==> src/rtl/wdg_pkg.sv <==
// Package with watchdog constants and register offsets
package wdg_pkg;
    localparam logic [31:0] COUNT_REG_OFFSET  = 32'h0000_0000;
    localparam logic [31:0] OPTION_REG_OFFSET = 32'h0000_0004;
    localparam logic [31:0] STATUS_REG_OFFSET = 32'h0000_0008;
    localparam logic [7:0]  COUNT_RESET_VALUE = 8'hFE;
    localparam int          GUARD_POS         = 1;
    localparam int          ACT_POS           = 0;
    localparam int          STEP_CYCLES       = 3072;
    localparam int          CLK_PERIOD_NS     = 100;
    localparam int          RESET_PULSE_NS    = 500;
    localparam int          RESET_PULSE_CYCLES =
        (RESET_PULSE_NS / CLK_PERIOD_NS) < 1 ? 1 : (RESET_PULSE_NS / CLK_PERIOD_NS);
    localparam logic [1:0]  HTRANS_NONSEQ     = 2'h2;
    localparam logic [2:0]  HSIZE_WORD        = 3'h2;
    localparam logic [4:0]  OPTION_RESET_VALUE = 5'h00;
endpackage : wdg_pkg

==> src/rtl/wdg_tick_if.sv <==
// Interface carrying the decrement tick between divider and core
`timescale 1ns/1ps
`default_nettype none
interface wdg_tick_if;
    logic restart;
    logic run;
    logic tick;
    modport divider (input restart, input run, output tick);
    modport core    (output restart, output run, input tick);
endinterface : wdg_tick_if
`default_nettype wire

==> src/rtl/wdg_top.sv <==
// Watchdog downcounter with reset generation and AHB-Lite registers
// Summary of operation
// RL1 - Hardware option keeps watchdog always active
// RL2 - Software option: set once, reset only clears
// RL3 - Counter decrements every 3072 clock cycles
// RL4 - Timeout programmable in 64 period steps
// RL5 - Guard zero while active pulses reset low
// RL6 - Software reloads counter before guard reaches zero
// RL7 - Software reloads only FEh down to 02h
// RL8 - Timeouts scale as periods times count
// RL9 - Software sets activation, guard, then count
// RL10 - Writing guard zero while active resets
// RL11 - Inactive software option gives 7-bit timer
// RL12 - Software option code tests activation bit
// RL13 - Choose hardware option, stop pin high
// RL14 - Stop pin held low while protection needed
// RL15 - Register: count bits reversed, guard, activation
// RL16 - Count register resets to FEh
// RL17 - Stop with pin high freezes counter
// RL18 - Write reloads counter, period restarts
//
// Decided for this implementation: register access over AHB-Lite and the register offsets.
`timescale 1ns/1ps
`default_nettype none
module wdg_top
    import wdg_pkg::*;
#(
    parameter int STEP = STEP_CYCLES
)(
    input  wire logic        clk_i,
    input  wire logic        rst_i,
    input  wire logic        hsel_i,
    input  wire logic [31:0] haddr_i,
    input  wire logic [1:0]  htrans_i,
    input  wire logic        hwrite_i,
    input  wire logic [2:0]  hsize_i,
    input  wire logic [31:0] hwdata_i,
    input  wire logic        hready_i,
    input  wire logic        stop_request_i,
    input  wire logic        stop_permit_i,
    output logic [31:0]      hrdata_o,
    output logic             hreadyout_o,
    output logic             hresp_o,
    output logic             reset_n_o,
    output logic             stop_entered_o
);
    import wdg_pkg::*;

    logic [31:0] addr_q;
    logic        wr_q;
    logic        rd_q;
    logic [6:0]  count_q;
    logic        act_q;
    logic [4:0]  opt_q;
    logic        stop_q;
    logic        rst_pend_q;
    logic [3:0]  pulse_q;
    logic [31:0] rdata_q;
    logic        hw_opt;
    logic        ext_opt;
    logic        active;
    logic        count_wr;
    logic [6:0]  wr_count;

    wdg_tick_if tick_if ();

    wdg_divider #(
        .STEP (STEP)
    ) divider_u (
        .clk_i   (clk_i),
        .rst_i   (rst_i),
        .tick_if (tick_if)
    );

    // Map register byte to physical counter, count bits reversed
    function automatic logic [6:0] reg_to_count(input logic [7:0] v);
        logic [6:0] c;
        c = 7'h00;
        for (int i = 0; i < 6; i++)
            c[i] = v[7 - i]; // RL15
        c[6] = v[GUARD_POS];
        return c;
    endfunction : reg_to_count

    function automatic logic [7:0] count_to_reg(input logic [6:0] c, input logic a);
        logic [7:0] v;
        v = 8'h00;
        for (int i = 0; i < 6; i++)
            v[7 - i] = c[i]; // RL15
        v[GUARD_POS] = c[6];
        v[ACT_POS]   = a;
        return v;
    endfunction : count_to_reg

    // Option bits: 0 hardware activation, 1 external stop control
    assign hw_opt   = opt_q[0];
    assign ext_opt  = opt_q[1];
    assign active   = act_q | hw_opt; // RL1
    assign count_wr = wr_q && (addr_q == COUNT_REG_OFFSET);
    assign wr_count = reg_to_count(hwdata_i[7:0]);

    // Divider control: restart on count write, freeze in stop
    assign tick_if.restart = count_wr; // RL18
    assign tick_if.run     = !stop_q; // RL17

    // Address phase capture
    always_ff @(posedge clk_i)
    begin
        if (rst_i)
        begin
            addr_q <= 32'h0000_0000;
            wr_q   <= 1'b0;
            rd_q   <= 1'b0;
        end
        else if (hready_i)
        begin
            addr_q <= haddr_i;
            wr_q   <= hsel_i && htrans_i[1] && hwrite_i && (hsize_i == HSIZE_WORD);
            rd_q   <= hsel_i && htrans_i[1] && !hwrite_i && (hsize_i == HSIZE_WORD);
        end
        else
        begin
            wr_q <= 1'b0;
            rd_q <= 1'b0;
        end
    end

    // Option register, loaded by software as strap settings
    always_ff @(posedge clk_i)
    begin
        if (rst_i)
            opt_q <= OPTION_RESET_VALUE;
        else if (wr_q && addr_q == OPTION_REG_OFFSET)
            opt_q <= hwdata_i[4:0];
    end

    // Activation bit: set once, only reset clears it
    always_ff @(posedge clk_i)
    begin
        if (rst_i)
            act_q <= 1'b0; // RL2
        else if (count_wr && hwdata_i[ACT_POS])
            act_q <= 1'b1; // RL2
    end

    // Downcounter: write reload wins over decrement
    always_ff @(posedge clk_i)
    begin
        if (rst_i)
            count_q <= reg_to_count(COUNT_RESET_VALUE); // RL16
        else if (count_wr)
            count_q <= wr_count; // RL18
        else if (tick_if.tick)
            count_q <= count_q - 7'h01; // RL3 RL4 RL8
    end

    // Reset request: guard at zero or guard written zero
    always_ff @(posedge clk_i)
    begin
        if (rst_i)
            rst_pend_q <= 1'b0;
        else if (count_wr && !hwdata_i[GUARD_POS] && (active || hwdata_i[ACT_POS]))
            rst_pend_q <= 1'b1; // RL10
        else if (active && !count_q[6])
            rst_pend_q <= 1'b1; // RL5
        else
            rst_pend_q <= 1'b0;
    end

    // Reset pulse low for a fixed number of cycles
    always_ff @(posedge clk_i)
    begin
        if (rst_i)
        begin
            pulse_q   <= 4'h0;
            reset_n_o <= 1'b1;
        end
        else if (pulse_q != 4'h0)
        begin
            pulse_q   <= pulse_q - 4'h1;
            reset_n_o <= (pulse_q == 4'h1);
        end
        else if (rst_pend_q)
        begin
            pulse_q   <= 4'(RESET_PULSE_CYCLES); // RL5
            reset_n_o <= 1'b0;
        end
    end

    // Stop handling: freeze when inactive, or with external control and pin high
    always_ff @(posedge clk_i)
    begin
        if (rst_i)
            stop_q <= 1'b0;
        else if (stop_request_i)
            stop_q <= !active || (ext_opt && stop_permit_i); // RL17
        else if (!stop_request_i)
            stop_q <= 1'b0;
    end
    assign stop_entered_o = stop_q;

    // Read data
    always_ff @(posedge clk_i)
    begin
        if (rst_i)
            rdata_q <= 32'h0000_0000;
        else if (hready_i && hsel_i && htrans_i[1] && !hwrite_i)
        begin
            if (haddr_i == COUNT_REG_OFFSET)
                rdata_q <= {24'h000000, count_to_reg(count_q, active)};
            else if (haddr_i == OPTION_REG_OFFSET)
                rdata_q <= {27'h0, opt_q};
            else if (haddr_i == STATUS_REG_OFFSET)
                rdata_q <= {29'h0, stop_q, !reset_n_o, active};
            else
                rdata_q <= 32'h0000_0000;
        end
    end
    assign hrdata_o    = rdata_q;
    assign hreadyout_o = 1'b1;
    assign hresp_o     = 1'b0;

    // Guard bit at zero while active brings reset within two cycles
    guard_reset_a: assert property (@(posedge clk_i) disable iff (rst_i)
        (active && !count_q[6] && pulse_q == 4'h0 && reset_n_o) |-> ##[1:2] !reset_n_o)
        else $error("guard zero did not reset"); // RL5
    // Activation never drops once set
    act_sticky_a: assert property (@(posedge clk_i) disable iff (rst_i)
        act_q |=> act_q)
        else $error("activation bit cleared"); // RL2
    // Hardware option reads activation high
    hw_active_a: assert property (@(posedge clk_i) disable iff (rst_i)
        hw_opt |-> active)
        else $error("hardware option not active"); // RL1
    // Decrement by exactly one on a tick
    step_dec_a: assert property (@(posedge clk_i) disable iff (rst_i)
        (tick_if.tick && !count_wr) |=> count_q == $past(count_q) - 7'h01)
        else $error("counter step wrong"); // RL3
    // Count unchanged without tick or write
    hold_a: assert property (@(posedge clk_i) disable iff (rst_i)
        (!tick_if.tick && !count_wr) |=> $stable(count_q))
        else $error("counter moved without tick"); // RL4
    // Write loads counter
    write_load_a: assert property (@(posedge clk_i) disable iff (rst_i)
        count_wr |=> count_q == $past(wr_count))
        else $error("write not loaded"); // RL18
    // Guard cleared by write while active resets
    soft_reset_a: assert property (@(posedge clk_i) disable iff (rst_i)
        (count_wr && active && !hwdata_i[GUARD_POS] && pulse_q == 4'h0) |=> ##1 !reset_n_o)
        else $error("software reset missing"); // RL10
    // Stop frozen only with external control and pin high while active
    stop_freeze_a: assert property (@(posedge clk_i) disable iff (rst_i)
        (stop_request_i && active && !(ext_opt && stop_permit_i)) |=> !stop_q)
        else $error("stop entered illegally"); // RL17
    // Pulse low lasts the fixed length
    pulse_len_a: assert property (@(posedge clk_i) disable iff (rst_i)
        $fell(reset_n_o) |-> !reset_n_o [*5])
        else $error("reset pulse too short"); // RL5
endmodule : wdg_top
`default_nettype wire

==> src/rtl/wdg_divider.sv <==
// Divider making one enable pulse per decrement period
`timescale 1ns/1ps
`default_nettype none
module wdg_divider
    import wdg_pkg::*;
#(
    parameter int STEP = STEP_CYCLES
)(
    input  wire logic  clk_i,
    input  wire logic  rst_i,
    wdg_tick_if.divider tick_if
);
    localparam int W = $clog2(STEP);
    logic [W-1:0] cnt_q;
    logic         tick_q;

    // Count period, restart on software write, hold while frozen
    always_ff @(posedge clk_i)
    begin
        if (rst_i || tick_if.restart)
        begin
            cnt_q  <= '0;
            tick_q <= 1'b0;
        end
        else if (tick_if.run)
        begin
            if (cnt_q == W'(STEP - 1))
            begin
                cnt_q  <= '0;
                tick_q <= 1'b1; // RL3
            end
            else
            begin
                cnt_q  <= cnt_q + W'(1);
                tick_q <= 1'b0;
            end
        end
        else
        begin
            tick_q <= 1'b0;
        end
    end
    assign tick_if.tick = tick_q;
endmodule : wdg_divider
`default_nettype wire

==> config.mk <==
export PLATFORM = sky130hd
export DESIGN_NAME = wdg_top
export DESIGN_NICKNAME = d
export VERILOG_FILES = /design/src/rtl/wdg_pkg.sv /design/src/rtl/wdg_tick_if.sv /design/src/rtl/wdg_top.sv /design/src/rtl/wdg_divider.sv
export SDC_FILE = /design/constraint.sdc
export NUM_CORES = 1
export LEC_CHECK = 0
export BUFFER_PORTS_ARGS = -buffer_cell sky130_fd_sc_hd__buf_2
export CORE_MARGIN = 2
export CORE_UTILIZATION = 30
export CTS_CLUSTER_SIZE = 10
export DETAILED_ROUTE_END_ITERATION = 6
export GPL_TIMING_DRIVEN = 0
export SYNTH_ARGS = -nofsm -noshare
export SYNTH_HDL_FRONTEND = slang
export SYNTH_SLANG_ARGS = --single-unit
export TNS_END_PERCENT = 10
==> constraint.sdc <==
create_clock -name clk_i -period 2.1 [get_ports clk_i]
set_input_delay 0.42 -clock clk_i [delete_from_list [all_inputs] [get_ports clk_i]]
set_output_delay 0.42 -clock clk_i [all_outputs]
set_load 0.005 [all_outputs]
==> out/qor.yml, run 1 <==
cts:
  h-tree-depth: 3
  clockBufferDepth: 2
  tritoncts: "done"
  cts_resized: 0
  hold_buffers: 0
  cts_buffers: 9
  cts-root-buf: "clkbuf_16"
  clk_latency_ns: 0.33
  clk_pin_slew_ns: 0.06
  cts_setup_buffers: 0
  cts_sinks: 74
placement:
  dpl_cell_area_um2: 4045
  dp_cells: 600
  gp_congestion: 0.8295
  hpwl_um: 6113
  portBuffers: 56
route:
  route.detailed.drc: 0
  dr_total_vias: 2872
  vias_per_cell: 4.662
  wire_per_inst_um: 13.21
  drt_iter0_markers: 112
  wirelength_um: 8135
  drtPass1Iterations: 4
  antenna_left: 0
yosys:
  ys_types: 46
  yosys_warnings: 0
  dominantRegCellSynth: "dfxtp_1"
  seq_area_frac_synth_pct: 42.38
  syn_avg_cell_area_um2: 9.273
  synthArstFlopShare_pct: 0
  synth_enable_flop_cells: 0
  synth_area_um2: 3496
  ys_ff_latch: 74
  synth_cells: 377
global_route:
  grt_overflow: 0
  grt_pass1_wl_um: 13630
  antenna_found_initial: 0
  first_global_vias: 2792
  grtUsageTotal_pct: 13.55
  grt_max_degree: 12
timing:
  clock_skew_ns: 0.005416
  hold_viol: 0
  finalSetupTns_ns: 0
  period_needed_ns: 1.673
  fin_crit_sh_pct: 79.66
  fmax_ghz: 0.5978
  rsz0062_at_grt: "false"
  drv_slew: 0
  slew-limit-headroom_pct: 64.42
  finalSetupViolCount: 0
  worst_slew_pin_slew_ns: 0.5337
power:
  p_leak_uw: 0.001909
  p_int_uw: 2565
  clkPwrFrac_pct: 46.7
  p_sw_uw: 726.2
  power.density_nw_per_um2: 757.6
  vdd_drop_max_v: 0.0004542
  p_sw_share_pct: 22.06
  combPwrFrac_pct: 8.5
  seqPwrFrac_pct: 44.8
worst_setup_path:
  cp-end-kind: "flop"
  max_stage_delay_ns: 0.32
  worstRegToRegCells: 5
  critical_path_required_ns: 2.36
  r2r_slack_ns: 0.43
  cp.arrival_ns: 1.93
  regToRegEndpoint: "count_q[2]$_SDFFE_PP1P_"
  cp_max_fo: 10
  crit_cells: 5
  cp_top_family: "simple AND/OR/NAND/NOR gates"
  crit_chain: "nor4_1 > nand4_1 > nor3_4 > buf_6 > mux2i_1"
  regToRegStartpoint: "addr_q[28]$_SDFFE_PP0P_"
  critPathSlowestCell: "nor4_1"
  crit_type: "reg -> reg"
  cp_num_buf_inv: 1
  cp-start-kind: "flop"
floorplanning:
  rows: 39
  ios: 112
  initial_core_util_pct: 30.62
  die_w_um: 112.0
  die_area_um2: 12530
  core-area_um2: 11420
  die_height_um: 112.0
final_layout:
  fin_nets: 546
  antenna_cells: 0
  area_growth_pct: 24.27
  layoutNonFillerInstCount: 616
  drive_above_1_share_pct: 24.10
  stdcell_area_um2: 4344
worst_hold_path:
  holdPathEnd: "addr_q[18]$_SDFFE_PP0P_"
  hold_path_depth: 3
  hold_class: "in -> reg"
  hold_start: "haddr_i[18]"
job:
  max_cap_viol_count: 0
run_status:
  status: "finished clean"
-- power groups by stage --
stage | clock (uW) | combinational [uW] | sequential [uW]
global placement | 0 | 274 | 1500
finish | 1540 | 278 | 1470
global route | 1630 | 312 | 1480
detailed placement | 0 | 279 | 1500
floorplan | 0 | 187 | 1500
CTS | 1580 | 280 | 1470
-- cell families after synthesis --
family                     after synthesis  synth area share (%)
and+or+nand+nor                        157                 25.20
DFF                                     74                 42.38
buffers and inverters                   53                 9.127
muxes                                   48                 13.74
AOI/OAI and AO/OA                       28                 5.369
xor gates and xnor gates                13                 3.257
adders and majority gates                2                0.7157
other                                    2                0.2148
-- worst max-delay path by stage --
| stage | startpoint | end | slack [ns] |
|---|---|---|---|
| 2_1_floorplan | rst_i | addr_q[0]$_SDFFE_PP0P_ | 0.64 |
| 3_3_place_gp | haddr_i[12] | hrdata_o[6]$_SDFFE_PP0P_ | 0.23 |
| 3_5_place_dp | haddr_i[12] | hrdata_o[6]$_SDFFE_PP0P_ | 0.15 |
| 4_1_cts | addr_q[25]$_SDFFE_PP0P_ | count_q[4]$_SDFFE_PP1P_ | 0.39 |
| 5_1_grt | addr_q[25]$_SDFFE_PP0P_ | count_q[1]$_SDFFE_PP1P_ | 0.20 |
| 6_report | addr_q[28]$_SDFFE_PP0P_ | count_q[2]$_SDFFE_PP1P_ | 0.43 |
-- per-stage QoR --
stage	utilization, %	hold slack [ns]	setup slack [ns]	total power [uW]
floorplan	-	0.4344	0.6376	1685
global placement	35.43	0.4388	0.2323	1777
detailed placement	35.43	0.4414	0.1516	1784
CTS	38.05	0.3307	0.3874	3331
global route	38.05	0.3463	0.1979	3417
finish	38.05	0.3412	0.4272	3291
-- layout by cell type (no fill, tap or decap), types with 3 or more instances in the layout --
master      n
a21oi_1    11
a41o_1      3
and3_1      7
buf_2      62
buf_4      26
clkbuf_1   16
clkbuf_16   9
conb_1     26
dfxtp_1    74
inv_1       6
mux2i_1    48
nand2_1    21
nand3_1     7
nand3b_1    4
nand4_1     4
nor2_1     51
nor2b_1     3
nor3_1     14
nor4_1     21
nor4_2      4
o21ai_0     4
xnor2_1     8
xor2_1      5
-- state kept, by name (all words and copies together) (netlist names), 4 cells and up --
signal,cells
opt_q,5
addr_q,32
count_q,7
divider_u.cnt_q,12
pulse_q,4
hrdata_o,8
-- area by class of cell --
type	instances	area, um^2
plain buffers	47	296.5
repair buffers	56	280.3
well taps	143	178.9
multi-input cells	274	1785
flip-flops and latches	74	1481
clock inverters	2	35.03
clock buffers	14	264.0
inverters	6	22.52
fillers	1211	7074
-- metal layers --
layer	part of all wire, %	global-route usage, %
met2	45	21.78
met3	4.4	3.103
met4	2.2	6.016
met1	48	17.44
met5	0	0
-- worst min-delay path, stage by stage --
cell     delay [ns]
buf_2          0.09
mux2i_1        0.06
nor2_1         0.07
-- cell usage after synthesis, types with 3 or more instances --
library cell / number / area [um^2]
nand3_1: 7 / 35.03
inv_1: 6 / 22.52
mux2i_1: 48 / 480.5
buf_4: 26 / 195.2
nor2_1: 51 / 191.4
o21ai_0: 4 / 20.02
nand4_1: 4 / 25.02
nor4_1: 21 / 131.4
dfxtp_1: 74 / 1481
xnor2_1: 8 / 70.07
nand3b_1: 4 / 30.03
a41o_1: 3 / 30.03
xor2_1: 5 / 43.79
nand2_1: 21 / 78.83
nor2b_1: 3 / 18.77
a21oi_1: 11 / 55.05
buf_2: 6 / 30.03
nor4_2: 4 / 50.05
nor3_1: 14 / 70.07
and3_1: 7 / 43.79
clkbuf_1: 13 / 48.80
Power figures use the tool's default switching activity.
==> inputs of run 2 (changes only) <==
==> constraint.sdc (replaced) <==
create_clock -name clk_i -period 1.4 [get_ports clk_i]
set_input_delay 0.28 -clock clk_i [delete_from_list [all_inputs] [get_ports clk_i]]
set_output_delay 0.28 -clock clk_i [all_outputs]
set_load 0.005 [all_outputs]
==> run 2 against run 1 <==
Compared with the run above:
- non-clock buffer count rose by 8
- critical path type unchanged
- power rose by 52%
- wire length fell by 0.47%
- critical endpoint is now divider_u.cnt_q[8]$_SDFFE_PP0N_
- the flow now finishes with violations (negative setup slack)
- cell count rose by 1.3%
==> out/qor.yml, run 2 (same netlist as run 1, synthesis figures left out) <==
run_status:
  status: "complete, but fails checks"
  violations: "negative setup slack"
final_layout:
  layout_common_cells: "dfxtp_1, buf_2, nor2_1"
  regMostFlops: "addr_q"
  drive_above_1_share_pct: 29.31
  fin_nets: 554
  mostFrequentLayoutCell: "dfxtp_1"
  area_growth_pct: 29.49
  antenna_cells: 0
  largest_register_ffs: 32
  utilization_pct: 39.65
  layoutNonFillerInstCount: 624
  final.fill_count: 1156
worst_setup_path:
  regToRegStartpoint: "addr_q[16]$_SDFFE_PP0P_"
  r2r_slack_ns: -0.20
  critical_path_required_ns: 1.59
  cp.arrival_ns: 1.79
  crit_chain: "nor4_4 > nand4_4 > nor3_4 > buf_2 > nor3_1"
  cp_num_buf_inv: 1
  cp_top_family: "simple AND/OR/NAND/NOR gates"
  critPathSlowestCell: "nor4_4"
  crit_type: "reg -> reg"
  crit_cells: 5
  cp-end-kind: "flop"
  cp-start-kind: "flop"
  worstRegToRegCells: 5
  max_stage_delay_ns: 0.34
  regToRegEndpoint: "divider_u.cnt_q[8]$_SDFFE_PP0N_"
  cp_max_fo: 5
route:
  vias_per_cell: 4.688
  wire_per_inst_um: 12.98
  dr_total_vias: 2925
  wirelength_um: 8097
  drtPass1Iterations: 4
  route.detailed.drc: 0
  antenna_left: 0
  drt_iter0_markers: 117
floorplanning:
  initial_core_util_pct: 30.62
  rows: 39
  die_area_um2: 12530
  die_w_um: 112.0
  core-area_um2: 11420
  die_height_um: 112.0
  ios: 112
timing:
  postLayoutSetupSlackWorst_ns: -0.2023
  hold_viol: 0
  finalSetupTns_ns: -4.294
  hold_ws_ns: 0.2002
  period_needed_ns: 1.602
  fin_crit_sh_pct: 114.5
  clock_skew_ns: 0.009430
  slew-limit-headroom_pct: 62.16
  worst_slew_pin_slew_ns: 0.5676
  finalSetupViolCount: 27
  fmax_ghz: 0.6241
  drv_slew: 0
  rsz0062_at_grt: "true"
cts:
  hold_buffers: 0
  h-tree-depth: 3
  cts_buffers: 9
  cts_sinks: 74
  clk_pin_slew_ns: 0.06
  clockBufferDepth: 2
  cts-root-buf: "clkbuf_16"
  clk_latency_ns: 0.33
  tritoncts: "done"
job:
  max_cap_viol_count: 0
worst_hold_path:
  hold_class: "in -> reg"
  hold_start: "haddr_i[26]"
  hold_path_depth: 3
  holdPathEnd: "addr_q[26]$_SDFFE_PP0P_"
power:
  p_leak_uw: 0.001989
  vdd_drop_max_v: 0.0006431
  power.density_nw_per_um2: 1107
  power_uw: 5012
global_route:
  antenna_found_initial: 0
  grt_max_degree: 15
  grt_overflow: 0
  first_global_vias: 2646
  grt_pass1_wl_um: 12680
  grtUsageTotal_pct: 12.43
placement:
  portBuffers: 56
  gp_congestion: 0.7903
  hpwl_um: 6046
  dp_cells: 600
==> run 2: cell types whose count changed in the layout (fill, tap and decap cells not counted), moves of 2 or more <==
cell | before | now
buf_2 | 62 | 64
buf_4 | 26 | 31
clkbuf_1 | 16 | 10
clkbuf_2 | 0 | 4
clkbuf_8 | 2 | 0
dfxtp_1 | 74 | 68
dfxtp_2 | 0 | 6
inv_6 | 0 | 3
nor4_1 | 21 | 15
nor4_4 | 0 | 5
==> run 2: layout make-up <==
type,count,area [um^2],share of cell area [%]
clock buffer,10,229.0,5.058
sequential,74,1489,32.89
inverter,6,22.52,0.4975
clock inverter,6,72.57,1.603
tap,143,178.9,3.952
buffer,47,301.5,6.661
multi-input combinational,274,1894,41.85
timing repair buffer,64,339.1,7.490
==> run 2: timing repair <==
item,4_1_cts,5_1_grt
setup endpoints to repair,37,34
gates cloned,0,2
pin swaps,4,6
gates resized for setup,14,13
buffers inserted,2,4
==> run 2: how the worst max path moves through the flow <==
stage	endpoint	from	slack (ns)
floorplan	count_q[4]$_SDFFE_PP1P_	addr_q[5]$_SDFFE_PP0P_	-0.03
global placement	addr_q[9]$_SDFFE_PP0P_	rst_i	-0.35
detailed placement	hrdata_o[6]$_SDFFE_PP0P_	haddr_i[12]	-0.40
CTS	count_q[2]$_SDFFE_PP1P_	addr_q[25]$_SDFFE_PP0P_	-0.18
global route	count_q[4]$_SDFFE_PP1P_	addr_q[1]$_SDFFE_PP0P_	-0.30
finish	divider_u.cnt_q[8]$_SDFFE_PP0N_	addr_q[16]$_SDFFE_PP0P_	-0.20
==> run 2: power breakdown <==
part / internal [uW] / total [uW] / switching, uW
registers: 2170 / 2230 / 59.2
clock network: 1400 / 2330 / 925
logic: 228 / 454 / 226
total: 3800 / 5010 / 1210
==> run 2: tightest hold or removal path, cell delays in order <==
cell and delay (ns):
buf_2 0.09, mux2i_1 0.06, nor2_1 0.07
==> run 2: stage by stage <==
stage / setup WS [ns] / area, um^2
finish: -0.2023 / 4527
global placement: -0.3475 / 4046
detailed placement: -0.3963 / 4046
CTS: -0.1809 / 4425
floorplan: -0.03354 / 3587
global route: -0.3010 / 4527
==> run 2: layer usage <==
metal | vias up | routed length [um] | track usage (%)
met2 | 69 | 3910 | 21.05
met5 | - | 0 | 0
met3 | 11 | 301 | 2.177
met1 | 1358 | 3756 | 15.79
met4 | 0 | 127 | 4.878
li1 | 1487 | - | -
==> inputs of run 3 (changes only) <==
--- a/config.mk
+++ b/config.mk
@@ -5,12 +5,13 @@
 export SDC_FILE = /design/constraint.sdc
 export NUM_CORES = 1
 export LEC_CHECK = 0
-export BUFFER_PORTS_ARGS = -buffer_cell sky130_fd_sc_hd__buf_2
+export BUFFER_PORTS_ARGS = -buffer_cell sky130_fd_sc_hd__clkbuf_2
 export CORE_MARGIN = 2
 export CORE_UTILIZATION = 30
 export CTS_CLUSTER_SIZE = 10
 export DETAILED_ROUTE_END_ITERATION = 6
 export GPL_TIMING_DRIVEN = 0
+export SKIP_LAST_GASP = 1
 export SYNTH_ARGS = -nofsm -noshare
 export SYNTH_HDL_FRONTEND = slang
 export SYNTH_SLANG_ARGS = --single-unit
==> constraint.sdc (replaced) <==
create_clock -name clk_i -period 1.56 [get_ports clk_i]
set_input_delay 0.312 -clock clk_i [delete_from_list [all_inputs] [get_ports clk_i]]
set_output_delay 0.312 -clock clk_i [all_outputs]
set_load 0.005 [all_outputs]
==> run 3 against run 2 <==
Compared with the run above:
- the run still ends with negative setup slack left
- sequential power fell by 10%
- count of clock-buffer cells in the layout rose by 1
- register-to-register slack improved by 0.14 ns
- sequential share of layout area rose by 0.19 points
- fmax fell by 1.5%
- wire length rose by 5.1%
- critical endpoint is now count_q[2]$_SDFFE_PP1P_
- global-route usage rose by 1.3 points
- clock skew fell by 0.0055 ns
==> out/qor.yml, run 3 (same netlist as run 1, synthesis figures left out) <==
route:
  antenna_left: 0
  vias_per_cell: 4.729
  wirelength_um: 8512
  dr_total_vias: 2946
  drt_iter0_markers: 108
  wire_per_inst_um: 13.66
  drtPass1Iterations: 4
  route.detailed.drc: 0
power:
  p_int_uw: 3637
  p_sw_uw: 1043
  p_sw_share_pct: 22.28
  seqPwrFrac_pct: 42.7
  power.density_nw_per_um2: 1041
  vdd_drop_max_v: 0.0004927
  combPwrFrac_pct: 8.4
  p_leak_uw: 0.001983
  clkPwrFrac_pct: 49.0
  power_uw: 4680
cts:
  clockBufferDepth: 2
  clk_pin_slew_ns: 0.06
  cts_sinks: 74
  cts-root-buf: "clkbuf_16"
  tritoncts: "done"
  h-tree-depth: 3
  clk_latency_ns: 0.33
  hold_buffers: 0
  cts_buffers: 9
worst_setup_path:
  regToRegEndpoint: "count_q[2]$_SDFFE_PP1P_"
  cp.arrival_ns: 1.88
  worstRegToRegCells: 5
  critPathSlowestCell: "nor3_4"
  regToRegStartpoint: "addr_q[8]$_SDFFE_PP0P_"
  crit_cells: 5
  crit_chain: "nor4_2 > nand4_2 > nor3_4 > buf_6 > mux2i_1"
  crit_end: "count_q[2]$_SDFFE_PP1P_"
  r2r_slack_ns: -0.07
  cp_top_family: "simple AND/OR/NAND/NOR gates"
  cp_num_buf_inv: 1
  critical_path_required_ns: 1.82
  max_stage_delay_ns: 0.33
  cp-start-kind: "flop"
  cp_max_fo: 5
  cp-end-kind: "flop"
  crit_type: "reg -> reg"
  startpoint: "addr_q[8]$_SDFFE_PP0P_"
placement:
  dpl_cell_area_um2: 4045
  gp_congestion: 0.8297
  hpwl_um: 6228
  pre_cts_slack_ns: -0.2303
  portBuffers: 56
global_route:
  grt_overflow: 0
  grt_max_degree: 14
  grtUsageTotal_pct: 13.75
  grt_pass1_wl_um: 13890
  first_global_vias: 2899
  antenna_found_initial: 0
timing:
  clock_skew_ns: 0.003909
  hold_viol: 0
  finalSetupViolCount: 21
  rsz0062_at_grt: "true"
  drv_slew: 0
  fin_crit_sh_pct: 104.2
  fmax_ghz: 0.6150
  finalSetupTns_ns: -0.8209
  worst_slew_pin_slew_ns: 0.5569
  period_needed_ns: 1.626
  hold_ws_ns: 0.2228
  slew-limit-headroom_pct: 62.87
  postLayoutSetupSlackWorst_ns: -0.06596
floorplanning:
  die_w_um: 112.0
  die_area_um2: 12530
  ios: 112
  initial_core_util_pct: 30.62
  die_height_um: 112.0
  core-area_um2: 11420
  rows: 39
final_layout:
  drive_above_1_share_pct: 27.71
  area_growth_pct: 28.63
  antenna_cells: 0
  stdcell_area_um2: 4497
  mostFrequentLayoutCell: "dfxtp_1"
  fin_nets: 553
  layout_common_cells: "dfxtp_1, clkbuf_2, nor2_1"
  final.fill_count: 1162
  regMostFlops: "addr_q"
  largest_register_ffs: 32
worst_hold_path:
  hold_class: "in -> reg"
  hold_path_depth: 2
run_status:
  violations: "negative setup slack"
  status: "complete, but fails checks"
job:
  max_cap_viol_count: 0
[run 3: cell types whose count changed in the layout (fill, tap and decap cells not counted), moves of 2 or more]
cell / delta
clkbuf_2: +52
clkbuf_1: +3
nor4_4: -3
nor4_1: +2
clkbuf_8: +2
buf_2: -56
inv_6: -2
[run 3: routing by layer]
layer | part of all wire, % | GRT usage (%) | vias up
li1 | - | - | 1477
met1 | 47 | 17.60 | 1373
met2 | 48 | 23.39 | 85
met3 | 4.0 | 2.069 | 11
met4 | 1.7 | 5.366 | 0
met5 | 0 | 0 | -
[run 3: final cells by class]
| cell class | count | area (um^2) | area share, % |
|---|---|---|---|
| Tap cell | 143 | 178.9 | 3.979 |
| Timing Repair Buffer | 63 | 331.6 | 7.373 |
| Clock buffer | 11 | 252.7 | 5.620 |
| Multi-Input combinational cell | 274 | 1842 | 40.96 |
| Clock inverter | 5 | 85.08 | 1.892 |
| Inverter | 6 | 22.52 | 0.5008 |
| Buffer | 47 | 296.5 | 6.594 |
| Sequential cell | 74 | 1488 | 33.08 |
[run 3: worst register-to-register path, cell delays in order (launching register included)]
cell     delay (ns)
dfxtp_1        0.32
nor4_2         0.32
nand4_2        0.20
nor3_4         0.34
buf_6          0.19
mux2i_1        0.19
[run 3: per-stage QoR]
| step | cells | util, % |
|---|---|---|
| after global routing | 623 | 39.38 |
| final | 623 | 39.38 |
| after detailed placement | 600 | 35.43 |
| after CTS | 620 | 38.76 |
| after floorplan | 401 | - |
| after global placement | 600 | 35.43 |
[run 3: worst min-delay path by stage]
| stage | start | endpoint |
|---|---|---|
| 6_report | stop_request_i | stop_entered_o$_SDFF_PP0_ |
| 2_1_floorplan | opt_q[3]$_SDFFE_PP0P_ | opt_q[3]$_SDFFE_PP0P_ |
| 4_1_cts | stop_request_i | stop_entered_o$_SDFF_PP0_ |
| 3_3_place_gp | hrdata_o[3]$_SDFFE_PP0P_ | hrdata_o[3]$_SDFFE_PP0P_ |
| 5_1_grt | stop_request_i | stop_entered_o$_SDFF_PP0_ |
| 3_5_place_dp | hrdata_o[1]$_SDFFE_PP0P_ | hrdata_o[1]$_SDFFE_PP0P_ |
[run 3: power by group through the flow]
| stage | sequential, uW | combinational (uW) | clock [uW] |
|---|---|---|---|
| finish | 2000 | 391 | 2290 |
| CTS | 1990 | 383 | 2330 |
| global placement | 2020 | 369 | 0 |
| floorplan | 2020 | 252 | 0 |
| global route | 2000 | 435 | 2400 |
| detailed placement | 2030 | 377 | 0 |
[run 3: what timing repair did]
| item | 4_1_cts | 5_1_grt |
|---|---|---|
| endpoints found under the setup margin | 26 | 45 |
| buffers inserted | 4 | 1 |
| pin swaps | 4 | 8 |
| cloned | 0 | 2 |
| gates resized for setup | 2 | 12 |
